## src/rtl/sps_pkg.sv

```systemverilog
package sps_pkg;
  // width of one device's shift path
  localparam int STAGE_COUNT = 8;
  // value of the shift stages after reset or clear, and of storage after reset
  localparam logic [7:0] CLEAR_VALUE = 8'h00;
  // pulse spacing for host clocks on this one-clock fabric
  localparam int MIN_PULSE_NS = 40;
  localparam int CLK_PERIOD_NS = 50;
  localparam int MIN_PULSE_CYC =
    (MIN_PULSE_NS + CLK_PERIOD_NS - 1) / CLK_PERIOD_NS;
endpackage

```

## src/rtl/sps_edge_detect.sv

```systemverilog
`timescale 1ns/1ns
`default_nettype none
// rising-edge finder for a host strobe already synchronous to the clock
module sps_edge_detect (
  // clock and reset
  input wire logic i_clk_sys,
  input wire logic i_rst_n,
  // strobe in, one-cycle pulse out
  input wire logic i_level,
  output logic o_rise
);
  logic prev;
  logic next_prev;

  // remember last level so a held-high clock makes only one pulse
  always_comb begin
    next_prev = i_level;
  end

  always_ff @(posedge i_clk_sys or negedge i_rst_n) begin
    if (!i_rst_n) begin
      prev <= 1'b0;
    end else begin
      prev <= next_prev;
    end
  end

  assign o_rise = i_level & ~prev;
endmodule
`default_nettype wire

```

## src/rtl/sps_sink_driver.sv

```systemverilog
// Contract
// eight shift stages feed eight storage bits
// shift on shift clock, capture on latch
// clear low holds shift stages zero
// storage passes toward outputs when clear high
// enable high forces all outputs off
// enable low: outputs follow storage directly
// bit one sinks current, zero is off
// shift data presented on chain output
// chain output is last shift stage
// host shifts all, then latches once
`timescale 1ns/1ns
`default_nettype none
module sps_sink_driver
  import sps_pkg::*;
#(
  parameter int WIDTH = STAGE_COUNT
) (
  // clock and reset
  input wire logic i_clk_sys,
  input wire logic i_rst_n,
  // host serial controls, synchronous to i_clk_sys
  input wire logic i_shift_clock,
  input wire logic i_latch_clock,
  input wire logic i_shift_clear_n,
  input wire logic i_output_enable_n,
  input wire logic i_chain_input,
  // chain and open-drain sinks (oe low means pulling low)
  output logic o_chain_output,
  output logic [WIDTH-1:0] o_sink_out,
  output logic [WIDTH-1:0] o_sink_oe_n
);
  logic shift_rise;
  logic latch_rise;
  logic [WIDTH-1:0] shift_reg;
  logic [WIDTH-1:0] next_shift_reg;
  logic [WIDTH-1:0] store_reg;
  logic [WIDTH-1:0] next_store_reg;
  logic [WIDTH-1:0] buf_bits;
  // shift edges seen since the last clear, read only by the checks
  localparam int CNT_W = $clog2(WIDTH + 1);
  logic [CNT_W-1:0] shift_count;
  logic [CNT_W-1:0] next_shift_count;

  // the host clocks are sampled, so edges become one-cycle pulses
  sps_edge_detect u_shift_edge (
    .i_clk_sys(i_clk_sys),
    .i_rst_n(i_rst_n),
    .i_level(i_shift_clock),
    .o_rise(shift_rise)
  );

  sps_edge_detect u_latch_edge (
    .i_clk_sys(i_clk_sys),
    .i_rst_n(i_rst_n),
    .i_level(i_latch_clock),
    .o_rise(latch_rise)
  );

  // a host clock held high for many cycles must still count once
  a_shift_single: assert property (
    @(posedge i_clk_sys) disable iff (!i_rst_n)
    shift_rise |=> !shift_rise)
    else $error("shift edge seen twice");

  a_latch_single: assert property (
    @(posedge i_clk_sys) disable iff (!i_rst_n)
    latch_rise |=> !latch_rise)
    else $error("latch edge seen twice");

  // shift stage: clear dominates any shift edge
  always_comb begin
    next_shift_reg = shift_reg;
    if (!i_shift_clear_n) begin
      next_shift_reg = WIDTH'(CLEAR_VALUE);
    end else if (shift_rise) begin
      next_shift_reg = {shift_reg[WIDTH-2:0], i_chain_input};
    end
  end

  // storage takes the shift stage as it stood before this edge
  always_comb begin
    next_store_reg = store_reg;
    if (latch_rise) begin
      next_store_reg = shift_reg;
    end
  end

  // shift stage register; reset loads constants only
  always_ff @(posedge i_clk_sys or negedge i_rst_n) begin
    if (!i_rst_n) begin
      shift_reg <= WIDTH'(CLEAR_VALUE);
    end else begin
      shift_reg <= next_shift_reg;
    end
  end

  // count shift edges since clear, saturating at one full device
  always_comb begin
    next_shift_count = shift_count;
    if (!i_shift_clear_n) begin
      next_shift_count = '0;
    end else if (shift_rise && (shift_count < CNT_W'(WIDTH))) begin
      next_shift_count = shift_count + 1'b1;
    end
  end

  // reset agrees with the cleared shift stage, so the count starts at zero
  always_ff @(posedge i_clk_sys or negedge i_rst_n) begin
    if (!i_rst_n) begin
      shift_count <= '0;
    end else begin
      shift_count <= next_shift_count;
    end
  end

  // storage kept in its own process so the shift clear never reaches it
  always_ff @(posedge i_clk_sys or negedge i_rst_n) begin
    if (!i_rst_n) begin
      store_reg <= WIDTH'(CLEAR_VALUE);
    end else begin
      store_reg <= next_store_reg;
    end
  end

  // clearing the shift stage must leave the shown pattern alone
  a_clear_store: assert property (
    @(posedge i_clk_sys) disable iff (!i_rst_n)
    (!i_shift_clear_n && !latch_rise) |=> $stable(store_reg))
    else $error("clear reached storage");

  // one gate per sink: clear touches only the shift stage, so storage
  // still reaches the buffers; enable high blanks every channel
  for (genvar g = 0; g < WIDTH; g++) begin : g_sink
    assign buf_bits[g] = store_reg[g] & ~i_output_enable_n;
    // a buffered one turns the sink on; the pin only ever pulls low
    assign o_sink_oe_n[g] = ~buf_bits[g];
  end
  // pin level is always low; only the enable switches the sink
  assign o_sink_out = '0;

  // end to end: a latch edge shows up on the sinks one cycle later
  a_latch_view: assert property (
    @(posedge i_clk_sys) disable iff (!i_rst_n)
    (latch_rise ##1 !i_output_enable_n) |->
    o_sink_oe_n == ~$past(shift_reg))
    else $error("latched data not on sinks");

  // an open-drain pin must never be driven high
  a_sink_level: assert property (
    @(posedge i_clk_sys) disable iff (!i_rst_n)
    o_sink_out == '0)
    else $error("sink pin driven high");

  // last stage feeds the next device in the chain
  assign o_chain_output = shift_reg[WIDTH-1];

  // a cleared device must pass zeros down the chain
  a_clear_chain: assert property (
    @(posedge i_clk_sys) disable iff (!i_rst_n)
    !i_shift_clear_n |=> !o_chain_output)
    else $error("chain output not cleared");

  // the next device samples on its own edges, so no glitch in between
  a_chain_hold: assert property (
    @(posedge i_clk_sys) disable iff (!i_rst_n)
    (!shift_rise && i_shift_clear_n) |=> $stable(o_chain_output))
    else $error("chain output moved without edge");

  // fewer than eight edges after clear: only cleared bits reach the end
  a_chain_empty: assert property (
    @(posedge i_clk_sys) disable iff (!i_rst_n)
    (shift_count < CNT_W'(WIDTH)) |-> !o_chain_output)
    else $error("chain output ahead of eight shifts");

  a_clear_zero: assert property (
    @(posedge i_clk_sys) disable iff (!i_rst_n)
    !i_shift_clear_n |=> shift_reg == '0)
    else $error("shift stage not cleared");

  a_shift_step: assert property (
    @(posedge i_clk_sys) disable iff (!i_rst_n)
    (shift_rise && i_shift_clear_n) |=>
    shift_reg == {$past(shift_reg[WIDTH-2:0]), $past(i_chain_input)})
    else $error("shift step wrong");

  a_shift_hold: assert property (
    @(posedge i_clk_sys) disable iff (!i_rst_n)
    (!shift_rise && i_shift_clear_n) |=> $stable(shift_reg))
    else $error("shift stage moved without edge");

  a_latch_take: assert property (
    @(posedge i_clk_sys) disable iff (!i_rst_n)
    latch_rise |=> store_reg == $past(shift_reg))
    else $error("storage missed capture");

  a_store_hold: assert property (
    @(posedge i_clk_sys) disable iff (!i_rst_n)
    !latch_rise |=> $stable(store_reg))
    else $error("storage changed without latch");

  a_blank_off: assert property (
    @(posedge i_clk_sys) disable iff (!i_rst_n)
    i_output_enable_n |-> o_sink_oe_n == '1)
    else $error("sink on while blanked");

  a_enable_pass: assert property (
    @(posedge i_clk_sys) disable iff (!i_rst_n)
    !i_output_enable_n |-> o_sink_oe_n == ~store_reg)
    else $error("outputs not following storage");

  a_chain_delay: assert property (
    @(posedge i_clk_sys) disable iff (!i_rst_n)
    (shift_rise && i_shift_clear_n) |=> o_chain_output ==
    $past(shift_reg[WIDTH-2]))
    else $error("chain output not last stage");
endmodule
`default_nettype wire
```

## config.mk

```make
export PLATFORM = sky130hd
export DESIGN_NAME = sps_sink_driver
export DESIGN_NICKNAME = d
export VERILOG_FILES = /design/src/rtl/sps_pkg.sv /design/src/rtl/sps_edge_detect.sv /design/src/rtl/sps_sink_driver.sv
export SDC_FILE = /design/constraint.sdc
export NUM_CORES = 1
export LEC_CHECK = 0
export ABC_CLOCK_PERIOD_IN_PS = 1200
export BUFFER_PORTS_ARGS = -buffer_cell sky130_fd_sc_hd__buf_2
export CORE_UTILIZATION = 49
export DETAILED_ROUTE_END_ITERATION = 12
export PLACE_DENSITY = 0.82
export SYNTH_ARGS = -nofsm -noshare
export SYNTH_HDL_FRONTEND = slang
export SYNTH_SLANG_ARGS = --single-unit
```

## constraint.sdc

```tcl
create_clock -name i_clk_sys -period 1.2 [get_ports i_clk_sys]
set_input_delay 0.18 -clock i_clk_sys [delete_from_list [all_inputs] [get_ports i_clk_sys]]
set_output_delay 0.18 -clock i_clk_sys [all_outputs]
set_load 0.01 [all_outputs]
```

# Word level (Yosys, flattened, before mapping)
# Index checks and enable logic that the tools add are counted.
# op_classes
bitwise	21
n_eq_ne	1
muxes	2
# op_table
op	count
8-bit 2-to-1 mux	2
1-bit inverter	11
1-bit bitwise AND	10
2-bit by 1-bit != test with 1-bit output (second input constant)	1
# word_totals
elab_cells	28
output_inout_bits	17
in_bits	7
regBits	18

# Logic depth before layout (Yosys ltp)
# Gate-level depths: netlist of the first run.
# depth
ltp_word	4
mapped_depth	3
depth_no_buf	2

# Hierarchy
# From an unflattened synthesis of the first run, not the netlist that was laid out.
# hier_totals
hier_cells	63
area_unflattened_um2	864.6
# modules_own_cells
module	seq_area_each_um2	instances	area_each_um2	cells_each
sps_sink_driver	400.4	1	787.0	59
sps_edge_detect	25.0	2	38.8	2

# Least setup slack after synthesis of the first run
# OpenSTA, ideal clock, no wires.
# synth_path
path_kind	flip-flop to flip-flop
start	register u_latch_edge.prev
end	register store_reg[0]
required_time_ps	1075
period_less_slack_ps	1039
slack_ps	161
setup_ps	125
t_arrival_ps	914
stages_incl_launch_ff	4
path_buffers	1
cell_sequence	dfrtp_1 -> nor2b_4 -> buf_6 -> mux2_4
# synth_via
elab_chain_len	2
# synth_lines
element	line_no	source
start: declaration	sps_edge_detect.sv:12	logic prev;
start signal: assignment	sps_edge_detect.sv:24	prev <= next_prev;
1-bit inverter	sps_edge_detect.sv:28	assign o_rise = i_level & ~prev;
1-bit bitwise AND	sps_edge_detect.sv:28	
end signal: assignment	sps_sink_driver.sv:120	store_reg <= WIDTH'(CLEAR_VALUE);
end signal: assignment	sps_sink_driver.sv:122	store_reg <= next_store_reg;
end: declaration	sps_sink_driver.sv:37	logic [WIDTH-1:0] store_reg;
# Every way passes these cells.
# A chain may end at the register's enable or synchronous reset.

# Worst setup path after layout of the first run
# layout_path
start	register u_latch_edge.prev
end	register store_reg[1]
# The elaborated chain is that of the path after synthesis.

==> flow_summary.json, run 1 <==
{
  "outcome": "finished, violations left",
  "violations": "DRC",
  "finalHoldViolCount": 0,
  "setup_viol": 0,
  "critical_path_class": "reg -> reg",
  "grt_max_degree": 19,
  "die_h_um": 43.5,
  "clock-sinks": 18,
  "vias_per_cell": 4.66,
  "path_clk_slew_ps": 100,
  "place_ws_ps": 64.6,
  "antenna_found_initial": 0,
  "skew_ps": 5.24,
  "ys_seq_area_share_pct": 53.5,
  "ys.warnings.count": 0,
  "place_area_um2": 887,
  "leakage_uw": 0.000464,
  "p_int_uw": 839,
  "synth_cell_types": 11,
  "critPathLaunchType": "register",
  "wl_per_cell_um": 10.9,
  "switching_share_pct": 21.8,
  "seq_power_share_pct": 57.9,
  "required_ps": 1380,
  "final.period_utilization_pct": 95.3,
  "routed_wl_mm": 1.08,
  "synth_area_um2": 842,
  "multi_input_area_um2": 334,
  "diodes": 0,
  "gp_congestion": 0.746,
  "cap_violations": 0,
  "fp.dieW_um": 43.5,
  "gr-total-overflow": 0,
  "synthCells": 65,
  "postCtsSetupBuffers": 0,
  "grt_pass1_wl_mm": 1.85,
  "synthToLayoutAreaGrowth_pct": 12.0,
  "ir_drop_mv": 0.613,
  "nets": 91,
  "ctsRootBufferMaster": "clkbuf_4",
  "ys_seq_elements": 18,
  "start_util_pct": 54.0,
  "std_cell_rows": 14,
  "hold_class": "in -> reg",
  "io_pins": 24,
  "dp_hpwl_um": 818,
  "first_global_vias": 421,
  "clock_latency_ps": 290,
  "dieArea_mm2": 0.00189,
  "setup-tns-final_ps": 0,
  "fin_crit_ps": 1140,
  "final_cell_area_um2": 943,
  "via_count": 461,
  "drtIter0Drc": 7,
  "end_kind": "register",
  "p_sw_uw": 234,
  "arrival_ps": 1320,
  "core_mm2": 0.00156,
  "drive_gt1_share_pct": 34.9,
  "cellPowerDensity_mw_per_mm2": 1140,
  "max_freq_mhz": 875,
  "grt_usage_pct": 14.1,
  "nFillCells": 121,
  "cts_made_buffers": 3,
  "syn_avg_cell_area_um2": 13.0,
  "clockBufferDepth": 2,
  "htree_levels": 1,
  "regArea_um2": 450,
  "ctsResizeCount": 0,
  "cts_tree": "yes",
  "slew_viol_final": 0,
  "clockPowerShare_pct": 34.0,
  "final_antenna_net_count": 0,
  "first_pass_iters": 8,
  "rsz0062_at_grt": "no",
  "comb_power_share_pct": 8.1,
  "drt_drc_violations_left": 6,
  "setup_ws_ps": 56.7,
  "crit_fanout": 8,
  "port_buffers": 15
}
==> area by class of cell <==
| type | count | area share, % |
|---|---|---|
| sequential | 18 | 47.7 |
| multi-input combinational | 43 | 35.4 |
| timing repair buffer | 18 | 10.9 |
| clock buffer | 4 | 3.85 |
| tap | 16 | 2.12 |
==> critical path, stage by stage, from the launching register on <==
cell	delay, ps
dfrtp_1	410
nor2b_4	290
mux2_4	330
==> Yosys cell counts <==
master     n  area share [%]
conb_1     1            0.45
mux2_4     8              14
buf_6      1             1.3
buf_4      9             8.0
dfrtp_1   18              53
nor2b_1    1            0.74
mux2i_1    8             9.5
clkbuf_2   1            0.59
nand2b_1   8             5.9
nand2_1    9             4.0
nor2b_4    1             1.6
==> layout by cell type, fill, tap and decap left out <==
| cell type | instances |
|---|---|
| buf_2 | 15 |
| buf_4 | 1 |
| clkbuf_4 | 3 |
| clkbuf_8 | 1 |
| conb_1 | 8 |
| dfrtp_1 | 18 |
| dlygate4sd3_1 | 2 |
| mux2_4 | 8 |
| mux2i_1 | 8 |
| nand2_1 | 9 |
| nand2b_1 | 8 |
| nor2b_1 | 1 |
| nor2b_4 | 1 |
==> logic make-up after synthesis <==
| group | after synthesis | share of synthesized area (%) |
|---|---|---|
| other | 1 | 0.445 |
| buffers and inverters | 11 | 9.95 |
| and+or+nand+nor | 19 | 12.3 |
| muxes | 16 | 23.8 |
| DFF | 18 | 53.5 |
==> power by group through the flow <==
stage | combinational, uW | sequential, uW | clock (uW)
after detailed placement | 83.6 | 634 | 0
after global routing | 97.4 | 623 | 394
final | 87.3 | 621 | 364
after floorplan | 79.0 | 632 | 0
after global placement | 81.6 | 633 | 0
after CTS | 88.7 | 622 | 374
==> path summary, 6_finish.rpt <==
kind / to / cells past startpoint / slack, ps / from
worst max-delay path: store_reg[1] / 2 / 60 / u_latch_edge.prev
worst min-delay path: u_latch_edge.prev / 1 / 7 / i_latch_clock
worst max register to register: store_reg[1] / 2 / 60 / u_latch_edge.prev
worst min register to register: store_reg[1] / 1 / 520 / shift_reg[1]
max in group asynchronous: store_reg[3] / 2 / 590 / i_rst_n
min in group asynchronous: u_shift_edge.prev / 2 / 330 / i_rst_n
==> layer usage <==
metal / wire, um / track usage, %
met1: 510 / 18.0
met2: 483 / 20.3
met3: 37 / 2.50
met4: 45 / 13.1
met5: 0 / 0
==> timing repair <==
action                                  in CTS  in global routing
hold buffers                                 2                  0
endpoints found under the setup margin       0                  0
hold endpoints to repair                    19                  0
==> stage by stage <==
step	hold WS, ps	utilization [%]	total power [uW]	instances
after global routing	0.0141	60.5	1110	99
after global placement	114	56.9	715	93
after CTS	1.72	60.5	1080	99
after detailed placement	126	56.9	717	93
final	7.30	60.5	1070	99
after floorplan	-116	-	711	72
Note: power is estimated with default switching activity, not from simulation.
==> run 2, diff against run 1 <==
Settings changed: BUFFER_PORTS_ARGS -buffer_cell sky130_fd_sc_hd__buf_2 to default, CORE_UTILIZATION 49 to 59, DONT_BUFFER_PORTS from default to 1, PLACE_DENSITY 0.82 to 0.81.
==> flow_summary.json, run 2 (same netlist as run 1, synthesis figures left out) <==
{
  "outcome": "completed",
  "skew_ps": 4.74,
  "core_mm2": 0.00132,
  "cp_slowest_stage_delay_ps": 410,
  "final.period_utilization_pct": 95.3,
  "arrival_ps": 1320,
  "gr-total-overflow": 0,
  "cts_tree": "yes",
  "die_h_um": 39.8,
  "slew_viol_final": 0,
  "start_util_pct": 63.9,
  "grt_usage_pct": 16.1,
  "clockBufferDepth": 2,
  "ir_drop_mv": 0.702,
  "multi_input_area_um2": 334,
  "vias_per_cell": 4.87,
  "nFillCells": 93,
  "max_freq_mhz": 874,
  "gp_congestion": 0.659,
  "critical_path_class": "reg -> reg",
  "clock-sinks": 18,
  "clock_latency_ps": 280,
  "dp_hpwl_um": 795,
  "crit_fanout": 8,
  "io_pins": 24,
  "postCtsSetupBuffers": 0,
  "htree_levels": 1,
  "critPathLaunchType": "register",
  "dieArea_mm2": 0.00158,
  "first_pass_iters": 3,
  "path_delay_family": "flip-flops",
  "mostFrequentLayoutCell": "dfrtp_1",
  "path_clk_slew_ps": 100,
  "ctsRootBufferMaster": "clkbuf_4",
  "grt_max_degree": 19,
  "diodes": 0,
  "leakage_uw": 0.000421,
  "fin_crit_ps": 1140,
  "finalHoldViolCount": 0,
  "wl_per_cell_um": 12.8,
  "fp.dieW_um": 39.8,
  "setup-tns-final_ps": 0,
  "setup_viol": 0,
  "regArea_um2": 450,
  "port_buffers": 0,
  "drtIter0Drc": 5,
  "nets": 77,
  "worst_slew_pin_slew_ps": 752,
  "ctsResizeCount": 0,
  "cap_violations": 0,
  "via_count": 409,
  "synthToLayoutAreaGrowth_pct": 4.16,
  "cp_cell_sequence": "nor2b_4, mux2_4",
  "holdBufCountCts": 3,
  "cts_made_buffers": 3,
  "drt_drc_violations_left": 0,
  "antenna_found_initial": 0,
  "std_cell_rows": 13,
  "grt_pass1_wl_mm": 1.54,
  "routed_wl_mm": 1.08,
  "end_kind": "register",
  "rsz0062_at_grt": "no",
  "hold_class": "in -> reg",
  "slew_headroom_pct": 49.7,
  "cp_num_cells": 2,
  "post-route-util_pct": 66.6,
  "final_antenna_net_count": 0,
  "cellPowerDensity_mw_per_mm2": 1200,
  "crit_buf_inv": 0,
  "required_ps": 1380,
  "hold_depth": 2,
  "first_global_vias": 354,
  "rr_worst_depth": 2,
  "critical-path-slowest-cell": "dfrtp_1",
  "drive_gt1_share_pct": 20.3,
  "final_cell_mix": "dfrtp_1 (18), nand2_1 (9)"
}
run 2: cell types whose count changed in the layout (fill, tap and decap cells not counted):
cell / change
buf_2: -15
dlygate4sd3_1: +1
run 2: final timing paths:
check,startpoint,to,slack [ps]
worst max-delay path,u_latch_edge.prev,store_reg[2],60
worst min-delay path,i_shift_clear_n,shift_reg[7],20
worst max register to register,u_latch_edge.prev,store_reg[2],60
worst min register to register,shift_reg[5],store_reg[5],520
max in group asynchronous,i_rst_n,store_reg[0],330
min in group asynchronous,i_rst_n,shift_reg[5],390
run 2: area by class of cell:
class / count / area share [%]
sequential: 18 / 51.4
tap: 15 / 2.14
clock buffer: 4 / 4.14
multi-input combinational: 43 / 38.1
timing repair buffer: 4 / 4.28
run 2: per-stage QoR:
step	cell area, um^2	hold slack, ps	power, uW	std cells	setup slack (ps)
after global placement	811	-115	687	77	93.3
final	877	19.6	1060	84	56.4
after detailed placement	811	-115	689	77	70.3
after floorplan	868	-116	711	72	161
after global routing	877	19.7	1100	84	17.1
after CTS	877	8.27	1070	84	56.0
run 2: power by group:
group	leakage [uW]	switching [uW]	total, uW	internal (uW)
sequential	0.000246	5.94	622	616
clock	0.0000210	176	361	185
combinational	0.000154	40.2	73.0	32.8
total	0.000421	222	1060	833
run 2: routing by layer:
layer / wire, um / global-route usage (%) / up-vias
met2: 495 / 22.1 / 15
met4: 11 / 15.5 / 0
met5: 0 / 0 / -
li1: - / - / 206
met1: 525 / 20.4 / 186
met3: 43 / 3.41 / 2
run 2: worst register-to-register path, cell delays in order (launching register included):
cell     delay, ps
dfrtp_1        410
nor2b_4        290
mux2_4         330
